[config.mk]
export PLATFORM = sky130hd
export DESIGN_NAME = cpu_clock_generator_control
export DESIGN_NICKNAME = d
export VERILOG_FILES = /design/src/cpu_clk_pkg.sv /design/src/clk_tick_div.sv /design/src/cpu_clock_generator_control.sv
export SDC_FILE = /design/constraint.sdc
export NUM_CORES = 1
export LEC_CHECK = 0
export ABC_AREA = 0
export BUFFER_PORTS_ARGS = -buffer_cell sky130_fd_sc_hd__buf_2
export CAP_MARGIN = 20
export CORE_ASPECT_RATIO = 0.7
export CORE_UTILIZATION = 50
export CTS_BUF_LIST = sky130_fd_sc_hd__clkbuf_16
export DETAILED_ROUTE_END_ITERATION = 10
export PLACE_DENSITY = 0.81
export SETUP_SLACK_MARGIN = 0.05
export SYNTH_ARGS = -nofsm -noshare
export SYNTH_HDL_FRONTEND = slang
export SYNTH_SLANG_ARGS = --single-unit
[constraint.sdc]
create_clock -name I_CLK -period 3 [get_ports I_CLK]
set_input_delay 0.6 -clock I_CLK [delete_from_list [all_inputs] [get_ports I_CLK]]
set_output_delay 0.6 -clock I_CLK [all_outputs]
set_load 0.02 [all_outputs]
[src/cpu_clk_pkg.sv]
// Constants and types shared by the CPU clock generator control
// Function
// Reset loads CPU clock control with 02h
// Main oscillator runs while stop bit clear
// Software stops main only on subclock
// Select and divide bits choose CPU clock
// Instruction takes two CPU clock periods
// Software writes zero to unused control bits
// Bit and byte writes both accepted
// Reset clears suboscillator mode register
// Subsystem oscillator runs while stop bit clear
// Feedback resistor connected while bit clear
// Drop resistor only without subclock use
// Reset clears source control, main selected
// Status bit shows subsystem clock running
// Source select bit picks oscillator
// Stop instruction halts main oscillator
// Status bit read-only, others written zero
// Old clock runs until instruction boundary
// Select 0 main divided, 1 subsystem
// Main stop refused while main runs CPU
// Changeover without runt clock pulses
package cpu_clk_pkg;

  // Register byte addresses
  localparam logic [15:0] SUB_OSC_MODE_ADDR  = 16'hfff0;
  localparam logic [15:0] CLK_SRC_CTRL_ADDR  = 16'hfff2;
  localparam logic [15:0] CPU_CLK_CTRL_ADDR  = 16'hfffb;

  // Reset values
  localparam logic [7:0]  CPU_CLK_CTRL_RST   = 8'h02;
  localparam logic [7:0]  SUB_OSC_MODE_RST   = 8'h00;
  localparam logic [7:0]  CLK_SRC_CTRL_RST   = 8'h00;

  // Field positions
  localparam int          MAIN_OSC_STOP_BIT  = 7;
  localparam int          DIVIDE_SEL_BIT     = 1;
  localparam int          SUB_OSC_STOP_BIT   = 0;
  localparam int          FEEDBACK_OFF_BIT   = 1;
  localparam int          SRC_SELECT_BIT     = 4;
  localparam int          SRC_STATUS_BIT     = 5;

  // Bits that software may change
  localparam logic [7:0]  CPU_CLK_CTRL_WMASK = 8'h82;
  localparam logic [7:0]  SUB_OSC_MODE_WMASK = 8'h03;
  localparam logic [7:0]  CLK_SRC_CTRL_WMASK = 8'h10;

  // Division ratios in oscillator ticks
  localparam logic [2:0]  MAIN_UNDIV_RATIO   = 3'h1;
  localparam logic [2:0]  MAIN_DIV_RATIO     = 3'h4;
  localparam logic [2:0]  SUB_DIV_RATIO      = 3'h2;

  // CPU clocks per minimum instruction, as last count value
  localparam logic [0:0]  INSTR_LAST         = 1'h1;

  // Register port request
  typedef struct packed {
    logic [15:0] addr;
    logic [7:0]  wdata;
    logic [7:0]  wmask;
    logic        wr;
    logic        rd;
  } reg_req_t;

  // Oscillator control outputs
  typedef struct packed {
    logic main_en;
    logic sub_en;
    logic feedback_en;
  } osc_ctrl_t;

  // CPU clock selection
  typedef struct packed {
    logic src;
    logic div;
  } clk_sel_t;

  typedef enum logic {SW_IDLE, SW_PENDING} switch_state_t;

endpackage

[src/clk_tick_div.sv]
// Tick divider that passes every Nth oscillator tick
`timescale 1ns/1ps
`default_nettype none

module clk_tick_div (
  input  wire logic       i_clk,
  input  wire logic       i_rst,
  input  wire logic       i_tick,
  input  wire logic       i_clear,
  input  wire logic [2:0] i_ratio,
  output logic            o_tick
);

  logic [2:0] cnt_q;
  logic       last;

  // Last tick of a period; ratio 1 passes every tick
  assign last = (cnt_q >= (i_ratio - 3'h1));

  // Tick counter, cleared at a source changeover
  always_ff @(posedge i_clk) begin
    if (i_rst || i_clear) begin
      cnt_q <= 3'h0;
    end else if (i_tick) begin
      cnt_q <= last ? 3'h0 : cnt_q + 3'h1;
    end
  end

  // Divided tick, one cycle wide
  always_ff @(posedge i_clk) begin
    if (i_rst || i_clear) begin
      o_tick <= 1'b0;
    end else begin
      o_tick <= i_tick && last;
    end
  end

endmodule

`default_nettype wire

[src/cpu_clock_generator_control.sv]
// CPU clock generator control: registers, source switch, oscillator enables
`timescale 1ns/1ps
`default_nettype none

module cpu_clock_generator_control
  import cpu_clk_pkg::*;
(
  input  wire logic      I_CLK,
  input  wire logic      I_RST,
  input  wire reg_req_t  I_REQ,
  input  wire logic      I_MAIN_TICK,
  input  wire logic      I_SUB_TICK,
  input  wire logic      I_STOP_EXEC,
  input  wire logic      I_WAKE,
  output logic [7:0]     O_RDATA,
  output logic           O_CPU_TICK,
  output logic           O_INSTR_TICK,
  output osc_ctrl_t      O_OSC,
  output logic           O_CLK_STATUS
);

  ////////////////////////////////////////////////////////////////////////////
  // Helpers

  // Address hit for a strobe
  function automatic logic is_hit(input reg_req_t req, input logic [15:0] addr);
    is_hit = (req.addr == addr);
  endfunction

  // Bit-masked merge limited to writable bits
  function automatic logic [7:0] merge(input logic [7:0] old,
                                       input reg_req_t   req,
                                       input logic [7:0] allowed);
    logic [7:0] m;
    m     = req.wmask & allowed;
    merge = (old & ~m) | (req.wdata & m);
  endfunction

  ////////////////////////////////////////////////////////////////////////////
  // Declarations

  logic [7:0]    cpu_ctrl_q;
  logic [7:0]    sub_mode_q;
  logic [7:0]    src_ctrl_q;
  logic [7:0]    cpu_ctrl_d;
  logic          stop_mode_q;
  clk_sel_t      active_q;
  clk_sel_t      target;
  switch_state_t sw_state_q;
  logic [0:0]    instr_cnt_q;
  logic          main_stop;
  logic          main_div_tick;
  logic          sub_div_tick;
  logic          src_tick;
  logic          boundary;
  logic          switch_ok;
  logic          switch_now;
  logic [2:0]    main_ratio;
  logic [7:0]    rdata_d;

  ////////////////////////////////////////////////////////////////////////////
  // Registers

  // CPU clock control next value with refused main stop
  always_comb begin
    cpu_ctrl_d = merge(cpu_ctrl_q, I_REQ, CPU_CLK_CTRL_WMASK);
    if (!active_q.src && !cpu_ctrl_q[MAIN_OSC_STOP_BIT]) begin
      cpu_ctrl_d[MAIN_OSC_STOP_BIT] = 1'b0;
    end
  end

  // CPU clock control register
  always_ff @(posedge I_CLK) begin
    if (I_RST) begin
      cpu_ctrl_q <= CPU_CLK_CTRL_RST;
    end else if (I_REQ.wr && is_hit(I_REQ, CPU_CLK_CTRL_ADDR)) begin
      cpu_ctrl_q <= cpu_ctrl_d;
    end
  end

  // Suboscillator mode register
  always_ff @(posedge I_CLK) begin
    if (I_RST) begin
      sub_mode_q <= SUB_OSC_MODE_RST;
    end else if (I_REQ.wr && is_hit(I_REQ, SUB_OSC_MODE_ADDR)) begin
      sub_mode_q <= merge(sub_mode_q, I_REQ, SUB_OSC_MODE_WMASK);
    end
  end

  // Source control register, status bit excluded
  always_ff @(posedge I_CLK) begin
    if (I_RST) begin
      src_ctrl_q <= CLK_SRC_CTRL_RST;
    end else if (I_REQ.wr && is_hit(I_REQ, CLK_SRC_CTRL_ADDR)) begin
      src_ctrl_q <= merge(src_ctrl_q, I_REQ, CLK_SRC_CTRL_WMASK);
    end
  end

  // Read mux, status bit from running source
  always_comb begin
    rdata_d = 8'h00;
    if (is_hit(I_REQ, CPU_CLK_CTRL_ADDR)) begin
      rdata_d = cpu_ctrl_q;
    end else if (is_hit(I_REQ, SUB_OSC_MODE_ADDR)) begin
      rdata_d = sub_mode_q;
    end else if (is_hit(I_REQ, CLK_SRC_CTRL_ADDR)) begin
      rdata_d = src_ctrl_q;
      rdata_d[SRC_STATUS_BIT] = active_q.src;
    end
  end

  // Read data valid one cycle after the strobe only
  always_ff @(posedge I_CLK) begin
    if (I_RST) begin
      O_RDATA <= 8'h00;
    end else begin
      O_RDATA <= I_REQ.rd ? rdata_d : 8'h00;
    end
  end

  ////////////////////////////////////////////////////////////////////////////
  // Oscillator control

  // Stop instruction state, held until wake
  always_ff @(posedge I_CLK) begin
    if (I_RST) begin
      stop_mode_q <= 1'b0;
    end else if (I_STOP_EXEC) begin
      stop_mode_q <= 1'b1;
    end else if (I_WAKE) begin
      stop_mode_q <= 1'b0;
    end
  end

  assign main_stop = cpu_ctrl_q[MAIN_OSC_STOP_BIT] || stop_mode_q;

  // Oscillator enables, all off while reset is held
  always_ff @(posedge I_CLK) begin
    if (I_RST) begin
      O_OSC <= '0;
    end else begin
      O_OSC.main_en     <= !main_stop;
      O_OSC.sub_en      <= !sub_mode_q[SUB_OSC_STOP_BIT];
      O_OSC.feedback_en <= !sub_mode_q[FEEDBACK_OFF_BIT];
    end
  end

  ////////////////////////////////////////////////////////////////////////////
  // Clock dividers

  // Requested selection from the two registers
  assign target.src = src_ctrl_q[SRC_SELECT_BIT];
  assign target.div = cpu_ctrl_q[DIVIDE_SEL_BIT];

  // Main ratio follows the active divide bit
  assign main_ratio = active_q.div ? MAIN_DIV_RATIO : MAIN_UNDIV_RATIO;

  clk_tick_div u_main_div (
    .i_clk   (I_CLK),
    .i_rst   (I_RST),
    .i_tick  (I_MAIN_TICK && O_OSC.main_en),
    .i_clear (switch_now),
    .i_ratio (main_ratio),
    .o_tick  (main_div_tick)
  );

  clk_tick_div u_sub_div (
    .i_clk   (I_CLK),
    .i_rst   (I_RST),
    .i_tick  (I_SUB_TICK && O_OSC.sub_en),
    .i_clear (switch_now),
    .i_ratio (SUB_DIV_RATIO),
    .o_tick  (sub_div_tick)
  );

  // Active source picks the divided tick
  assign src_tick = active_q.src ? sub_div_tick : main_div_tick;

  ////////////////////////////////////////////////////////////////////////////
  // CPU clock and instruction timing

  // CPU clock tick
  always_ff @(posedge I_CLK) begin
    if (I_RST) begin
      O_CPU_TICK <= 1'b0;
    end else begin
      O_CPU_TICK <= src_tick;
    end
  end

  // Counts CPU clocks inside an instruction
  always_ff @(posedge I_CLK) begin
    if (I_RST) begin
      instr_cnt_q <= 1'h0;
    end else if (src_tick) begin
      instr_cnt_q <= (instr_cnt_q == INSTR_LAST) ? 1'h0 : instr_cnt_q + 1'h1;
    end
  end

  // End of a minimum instruction on the old clock
  assign boundary = src_tick && (instr_cnt_q == INSTR_LAST);

  // Instruction boundary tick
  always_ff @(posedge I_CLK) begin
    if (I_RST) begin
      O_INSTR_TICK <= 1'b0;
    end else begin
      O_INSTR_TICK <= boundary;
    end
  end

  ////////////////////////////////////////////////////////////////////////////
  // Source changeover

  // A return to main waits until its oscillator is allowed to run
  assign switch_ok  = target.src || !main_stop;
  assign switch_now = (sw_state_q == SW_PENDING) && boundary && switch_ok;

  // Pending switch waits for the old clock's instruction end
  always_ff @(posedge I_CLK) begin
    if (I_RST) begin
      sw_state_q <= SW_IDLE;
    end else begin
      case (sw_state_q)
        SW_IDLE: begin
          if (target != active_q) begin
            sw_state_q <= SW_PENDING;
          end
        end
        SW_PENDING: begin
          if (switch_now || (target == active_q)) begin
            sw_state_q <= SW_IDLE;
          end
        end
        default: begin
          sw_state_q <= SW_IDLE;
        end
      endcase
    end
  end

  // Active selection changes only on an old clock tick
  always_ff @(posedge I_CLK) begin
    if (I_RST) begin
      active_q <= '{src: 1'b0, div: CPU_CLK_CTRL_RST[DIVIDE_SEL_BIT]};
    end else if (switch_now) begin
      active_q <= target;
    end
  end

  // Status output follows the running source
  always_ff @(posedge I_CLK) begin
    if (I_RST) begin
      O_CLK_STATUS <= 1'b0;
    end else begin
      O_CLK_STATUS <= active_q.src;
    end
  end

  ////////////////////////////////////////////////////////////////////////////
  // Assertions

  property p_reset_values;
    @(posedge I_CLK) disable iff (I_RST)
    $fell(I_RST) |-> (cpu_ctrl_q == 8'h02) && (sub_mode_q == 8'h00)
                     && (src_ctrl_q == 8'h00) && !active_q.src && active_q.div;
  endproperty
  a_reset_values: assert property (p_reset_values)
    else $error("reset values wrong");

  property p_main_stop_off;
    @(posedge I_CLK) disable iff (I_RST)
    cpu_ctrl_q[7] |=> !O_OSC.main_en;
  endproperty
  a_main_stop_off: assert property (p_main_stop_off)
    else $error("main oscillator runs while stopped");

  property p_sub_osc;
    @(posedge I_CLK) disable iff (I_RST)
    !$past(I_RST) |-> (O_OSC.sub_en == !$past(sub_mode_q[0]))
                      && (O_OSC.feedback_en == !$past(sub_mode_q[1]));
  endproperty
  a_sub_osc: assert property (p_sub_osc)
    else $error("subsystem oscillator control wrong");

  property p_stop_exec;
    @(posedge I_CLK) disable iff (I_RST)
    I_STOP_EXEC |=> ##1 !O_OSC.main_en;
  endproperty
  a_stop_exec: assert property (p_stop_exec)
    else $error("stop instruction left main running");

  property p_no_main_stop;
    @(posedge I_CLK) disable iff (I_RST)
    (!active_q.src && !cpu_ctrl_q[7]) |=> !cpu_ctrl_q[7];
  endproperty
  a_no_main_stop: assert property (p_no_main_stop)
    else $error("main stop accepted on main clock");

  property p_status;
    @(posedge I_CLK) disable iff (I_RST)
    $changed(active_q.src) |-> ##1 (O_CLK_STATUS == active_q.src);
  endproperty
  a_status: assert property (p_status)
    else $error("status bit does not follow source");

  property p_src_tick;
    @(posedge I_CLK) disable iff (I_RST)
    ((active_q.src && sub_div_tick) || (!active_q.src && main_div_tick))
      |=> O_CPU_TICK;
  endproperty
  a_src_tick: assert property (p_src_tick)
    else $error("cpu tick lost from selected source");

  property p_instr_tick;
    @(posedge I_CLK) disable iff (I_RST)
    O_INSTR_TICK |-> O_CPU_TICK && (instr_cnt_q == 1'h0);
  endproperty
  a_instr_tick: assert property (p_instr_tick)
    else $error("instruction tick off clock boundary");

  property p_glitch_free;
    @(posedge I_CLK) disable iff (I_RST)
    $changed(active_q) |-> $past(src_tick) && ($past(instr_cnt_q) == INSTR_LAST);
  endproperty
  a_glitch_free: assert property (p_glitch_free)
    else $error("source changed off an instruction boundary");

  // Main oscillator enabled one cycle after its stop causes clear
  property p_main_run;
    @(posedge I_CLK) disable iff (I_RST)
    (!I_RST && !cpu_ctrl_q[7] && !stop_mode_q) |=> O_OSC.main_en;
  endproperty
  a_main_run: assert property (p_main_run)
    else $error("main oscillator held off while enabled");

  // Return to a stopped main oscillator stays pending
  property p_main_hold;
    @(posedge I_CLK) disable iff (I_RST)
    (active_q.src && !target.src && main_stop) |=> active_q.src;
  endproperty
  a_main_hold: assert property (p_main_hold)
    else $error("switched to a stopped main oscillator");

  // No CPU tick without a tick from the active source
  property p_cpu_tick_src;
    @(posedge I_CLK) disable iff (I_RST)
    O_CPU_TICK |-> $past(src_tick);
  endproperty
  a_cpu_tick_src: assert property (p_cpu_tick_src)
    else $error("cpu tick without source tick");

endmodule

`default_nettype wire

**Yosys cells after proc, flatten, opt, wreduce, memory -nomap -nowiden**

Index checks and enable logic that the tools add are counted.

- Register bits after elaboration: 51
- Input port bits: 40
- Output and inout port bits: 14
- Word-level logic and storage cells: 80

- Add/subtract/negate cells: 4
- $lt $le $gt $ge: 2
- Equal/unequal tests: 5
- Mux-type cells: 14
- Bitwise operators: 14
- Reductions and logical operators: 22

Operators by type and width:

| operator | number |
|---|---|
| $eq A16 B16 Y1 const B | 3 |
| $and A8 B8 Y8 | 4 |
| $mux W8 | 3 |
| $or A8 B8 Y8 | 3 |
| $logic_and A1 B1 Y1 | 11 |
| $mux W3 | 3 |
| $and A8 B2 Y8 | 1 |
| $and A8 B5 Y8 | 1 |
| $not A2 Y8 | 1 |
| $not A5 Y8 | 1 |
| $not A8 Y8 | 1 |
| $mux W1 | 7 |
| $add A3 B1 Y3 const B | 2 |
| $logic_not A1 Y1 | 5 |
| $logic_or A1 B1 Y1 | 4 |
| $ge A3 B1 Y1 const B | 1 |
| $ge A3 B3 Y1 | 1 |
| $sub A3 B1 Y3 const B | 1 |
| $eq A2 B2 Y1 | 1 |
| $ne A2 B2 Y1 | 1 |
| $not A1 Y1 | 2 |
| $pmux W1 S2 | 1 |
| $reduce_bool A2 Y1 | 1 |
| $reduce_or A2 Y1 | 1 |
| $add A1 B1 Y1 const B | 1 |

**Depth between registers and ports, before layout**

- Depth in word-level cells: 7
- Gate-level depth with buffers: 6
- Gate-level depth less buffers: 6

**Hierarchy**

From an unflattened synthesis, not the netlist that was laid out.

- Cell total of the unflattened synthesis: 155
- Area, all modules: 1475.2 µm²

Modules (own cells, without submodules):

| module | instances | cells an instance | area an instance (µm²) | sequential area each (µm²) |
|---|---|---|---|---|
| cpu_clock_generator_control | 1 | 93 | 869.6 | 420.4 |
| clk_tick_div | 2 | 31 | 302.8 | 80.1 |

**Worst setup path after synthesis**

OpenSTA, ideal clock, no wires.

- Path kind: input to register
- Start: input port I_REQ[20] in the netlist's numbering
- End: register cpu_ctrl_q[7]
- Arrival time: 1.436 ns
- Required time: 2.868 ns
- Path slack: 1.432 ns
- Cell stages on the path: 4
- Cells stage by stage: nand4b_4 > nor4_2 > and4b_1 > nor3_1

- Word-level cells in the longest chain between the ends: 2

Ends and longest elaborated chain:

| what | line | RTL |
|---|---|---|
| start, declared | cpu_clock_generator_control.sv:10 | `input wire reg_req_t I_REQ,` |
| $eq A16 B16 Y1 | cpu_clock_generator_control.sv:27 | `is_hit = (req.addr == addr);` |
| $logic_and A1 B1 Y1 | cpu_clock_generator_control.sv:76 | `end else if (I_REQ.wr && is_hit(I_REQ, CPU_CLK_CTRL_ADDR)) begin` |
| end signal, assigned | cpu_clock_generator_control.sv:77 | `cpu_ctrl_q <= cpu_ctrl_d;` |
| end, declared | cpu_clock_generator_control.sv:42 | `logic [7:0] cpu_ctrl_q;` |

Every way passes these cells.
A chain may end at the register's enable or synchronous reset.

**Final worst setup path**

- Start: register u_main_div.cnt_q[0]
- End: register u_main_div.cnt_q[1]

- Word-level cells in the longest chain between the ends: 2

Ends and longest elaborated chain:

| what | line | RTL |
|---|---|---|
| start, declared | clk_tick_div.sv:14 | `logic [2:0] cnt_q;` |
| start signal, assigned | clk_tick_div.sv:25 | `cnt_q <= last ? 3'h0 : cnt_q + 3'h1;` |
| $add A3 B1 Y3 or $ge A3 B3 Y1 (tied branches) | clk_tick_div.sv:25, clk_tick_div.sv:18 |  |
| $mux W3 * | clk_tick_div.sv:25 |  |

Mark *: on every way between the ends. The rest lies on a longest branch, timed or not.

==> flow_metrics.py <==
metrics = {
    "floorplan": {
        "io_pins": 54,
        "die-area_sq_um": 2811,
        "die_h_microns": 44.66,
        "core_sq_um": 2459,
        "placementRows": 15,
        "initial_core_util_pct": 52.88,
        "die_w_microns": 62.95,
    },
    "drt": {
        "drt_wl_total_microns": 2877,
        "num_vias": 1146,
        "ant_nets": 0,
        "wl_per_cell_microns": 13.44,
        "vias_per_cell": 5.355,
        "drt_pass1_iterations": 4,
        "drc": 0,
        "drtIter0Drc": 80,
    },
    "setup_path": {
        "worst-path-max-fanout": 4,
        "reg2reg_to": "u_main_div.cnt_q[1]",
        "slowest_stage": "a211oi_1",
        "r2r-start": "u_main_div.cnt_q[0]",
        "required_ps": 3190,
        "crit_path_end_kind": "flip-flop",
        "critPathLaunchType": "flip-flop",
        "cp_cell_sequence": "inv_1 > ha_1 > nand2b_1 > a211oi_1 > nand4_1 > a21oi_1",
        "setup.worst_path.class": "flip-flop to flip-flop",
        "critPathArrivalTime_ps": 1920,
        "max_stage_delay_ps": 450,
        "ff2ff_setup_slack_ps": 1270,
        "worst-r2r-cell-count": 6,
    },
    "synthesis": {
        "synthAdderAreaFrac_pct": 4.812,
        "ys_seq_area_share_pct": 44.66,
        "ys_ff_latch": 29,
        "synth_compound_area_share_pct": 11.55,
        "syn_avg_cell_area_sq_um": 9.774,
        "synth_top_family_by_area": "simple AND/OR/NAND/NOR gates",
        "synth.distinct_cells": 38,
        "yosysWarnings": 0,
        "syn-cell-area_sq_um": 1300,
        "synth_xor_area_share_pct": 2.021,
        "synth.mux.area_fraction_pct": 2.695,
        "synth-simple-area-share_pct": 29.36,
        "syn_inst": 133,
    },
    "worst_hold_path": {
        "hold_path.class": "flip-flop to flip-flop",
        "holdPathEnd": "O_OSC[1]",
        "hold_depth": 1,
    },
    "outcome": {
        "outcome": "finished clean",
    },
    "clock_tree": {
        "path_clk_slew_ps": 50,
        "worstSkewPairLatency_ps": 280,
        "cts-root-buf": "clkbuf_16",
        "cts_tree": "done",
        "cts_buffers": 5,
        "cts_htree_levels": 2,
        "clk_path_buf_depth": 2,
        "cts_sinks": 29,
        "cts_resized": 0,
        "holdBufCountCts": 0,
        "cts_setup_buffers": 0,
    },
    "finish": {
        "multi_input_area_sq_um": 666.9,
        "syn_to_final_growth_pct": 28.68,
        "mostFrequentLayoutCells": "buf_2, dfxtp_1, nor2_1, a21oi_1, nand4_1",
        "filler_cell_count": 205,
        "drive_above_1_share_pct": 35.00,
        "layout_commonest_cell": "buf_2",
        "fin_area_sq_um": 1673,
        "regArea_sq_um": 580.6,
        "diodes": 0,
        "fin_nets": 224,
    },
    "grt": {
        "grt_pass1_wl_microns": 4705,
        "antenna_found_initial": 0,
        "grt_pass1_vias": 1103,
        "grt_use_total_pct": 22.88,
        "overflow": 0,
        "grt_max_degree": 17,
    },
    "power_and_ir_drop": {
        "switching_share_pct": 22.85,
        "clkPwrFrac_pct": 49.7,
        "irDropWorstVdd_mv": 0.4220,
        "seqPwrFrac_pct": 42.4,
        "leakagePower_uw": 0.0007525,
        "power_frac_comb_pct": 7.9,
        "p_per_area_nw_per_um2": 563.6,
        "finalPower_uw": 942.8,
        "internal-power_uw": 727.4,
        "netSwitchingPower_uw": 215.4,
    },
    "run": {
        "max_cap_violations": 0,
    },
    "sta": {
        "setup-tns-final_ps": 0,
        "maxSlewViolCount": 0,
        "hold_viol_final": 0,
        "timing.fmax_mhz": 579.6,
        "rsz0062_at_grt": "false",
        "final-setup-viol-count": 0,
        "fin_worst_skew_ps": 4.116,
        "setup_slack_ps": 1275,
        "fin_crit_ps": 1725,
        "fin_crit_sh_pct": 57.52,
    },
    "placement": {
        "dp_hpwl_microns": 2214,
        "io_buffers": 42,
        "gp_congestion": 0.8571,
        "placed_area_sq_um": 1530,
        "dp_slack_ps": 1180,
    },
}
## through the flow
stage                     hold WS, ps  std cells  utilization, %
final                           438.1        214           68.04
after global routing            484.7        214           68.04
after CTS                       442.0        214           68.04
after detailed placement        429.9        206           62.24
after global placement          433.9        206           62.24
after floorplan                 406.6        135               -
## critical path: cells and delay by family, from the launching register on
kind	cells	cell delay, ps
DFF	1	360
AOI/OAI and AO/OA	2	650
adders and majority gates	1	260
and+or+nand+nor	2	300
buffers and inverters	1	70
## final cells by class
type | count | share of cell area [%]
Clock buffer | 5 | 7.479
Clock inverter | 3 | 1.047
Inverter | 8 | 1.795
Multi-Input combinational cell | 93 | 39.87
Sequential cell | 29 | 34.70
Tap cell | 34 | 2.543
Timing Repair Buffer | 42 | 12.57
## power groups by stage
stage	logic (uW)	clock network, uW	registers, uW
global route	82.2	494	401
global placement	68.9	0	407
finish	74.4	468	400
floorplan	37.0	0	409
CTS	74.1	478	400
detailed placement	73.4	0	407
## worst max path at each step
| stage | from | to | slack (ps) | cells after the start |
|---|---|---|---|---|
| after detailed placement | I_REQ[21] | flip-flop | 1180 | 5 |
| after floorplan | I_REQ[20] | cpu_ctrl_q[7] | 1430 | 4 |
| after global placement | I_REQ[21] | flip-flop | 1220 | 5 |
| after global routing | u_main_div.cnt_q[0] | u_main_div.cnt_q[1] | 1200 | 6 |
| final | u_main_div.cnt_q[0] | u_main_div.cnt_q[1] | 1270 | 6 |
| after CTS | u_main_div.cnt_q[0] | u_main_div.cnt_q[1] | 1290 | 6 |
## cell families (layout without fill, tap and decap cells)
logic type      Yosys count  in the layout
flops                    29             29
fa+ha+maj                 5              5
compound gates           21             21
simple gates             58             58
xor+xnor                  3              3
mux                       3              3
other cells               1              3
buf+inv                  13             58
## cell usage after synthesis
cell | count | area (sq um)
a211oi_1 | 1 | 7.510
a21oi_1 | 11 | 55.05
a22oi_1 | 1 | 7.510
a311oi_2 | 1 | 15.01
a31o_2 | 3 | 26.28
a31o_4 | 1 | 17.52
a41oi_1 | 1 | 8.760
and2_1 | 2 | 12.51
and3_1 | 3 | 18.77
and4b_1 | 1 | 10.01
buf_4 | 3 | 22.52
clkbuf_1 | 2 | 7.510
conb_1 | 1 | 3.750
dfxtp_1 | 29 | 580.6
ha_1 | 5 | 62.56
inv_1 | 8 | 30.03
mux2_4 | 1 | 15.01
mux2i_1 | 2 | 20.02
nand2_1 | 7 | 26.28
nand2b_1 | 2 | 12.51
nand2b_4 | 1 | 13.76
nand3_1 | 6 | 30.03
nand3_2 | 1 | 10.01
nand4_1 | 9 | 56.30
nand4_2 | 1 | 12.51
nand4b_1 | 1 | 8.760
nand4b_4 | 1 | 23.77
nand4bb_1 | 1 | 11.26
nor2_1 | 11 | 41.29
nor2b_1 | 3 | 18.77
nor3_1 | 3 | 15.01
nor4_1 | 1 | 6.260
nor4_2 | 2 | 25.02
nor4_4 | 1 | 21.27
o21ai_0 | 1 | 5.000
o21bai_1 | 1 | 7.510
or4_1 | 1 | 7.510
xnor2_1 | 3 | 26.28
## routing by layer
metal	global-route usage (%)	part of all wire [%]	wire (microns)
met5	0	0	0
met4	8.837	1.2	35
met3	10.05	7.3	210
met2	40.22	51	1463
met1	24.80	41	1168
Note: power is estimated with default switching activity, not from simulation.
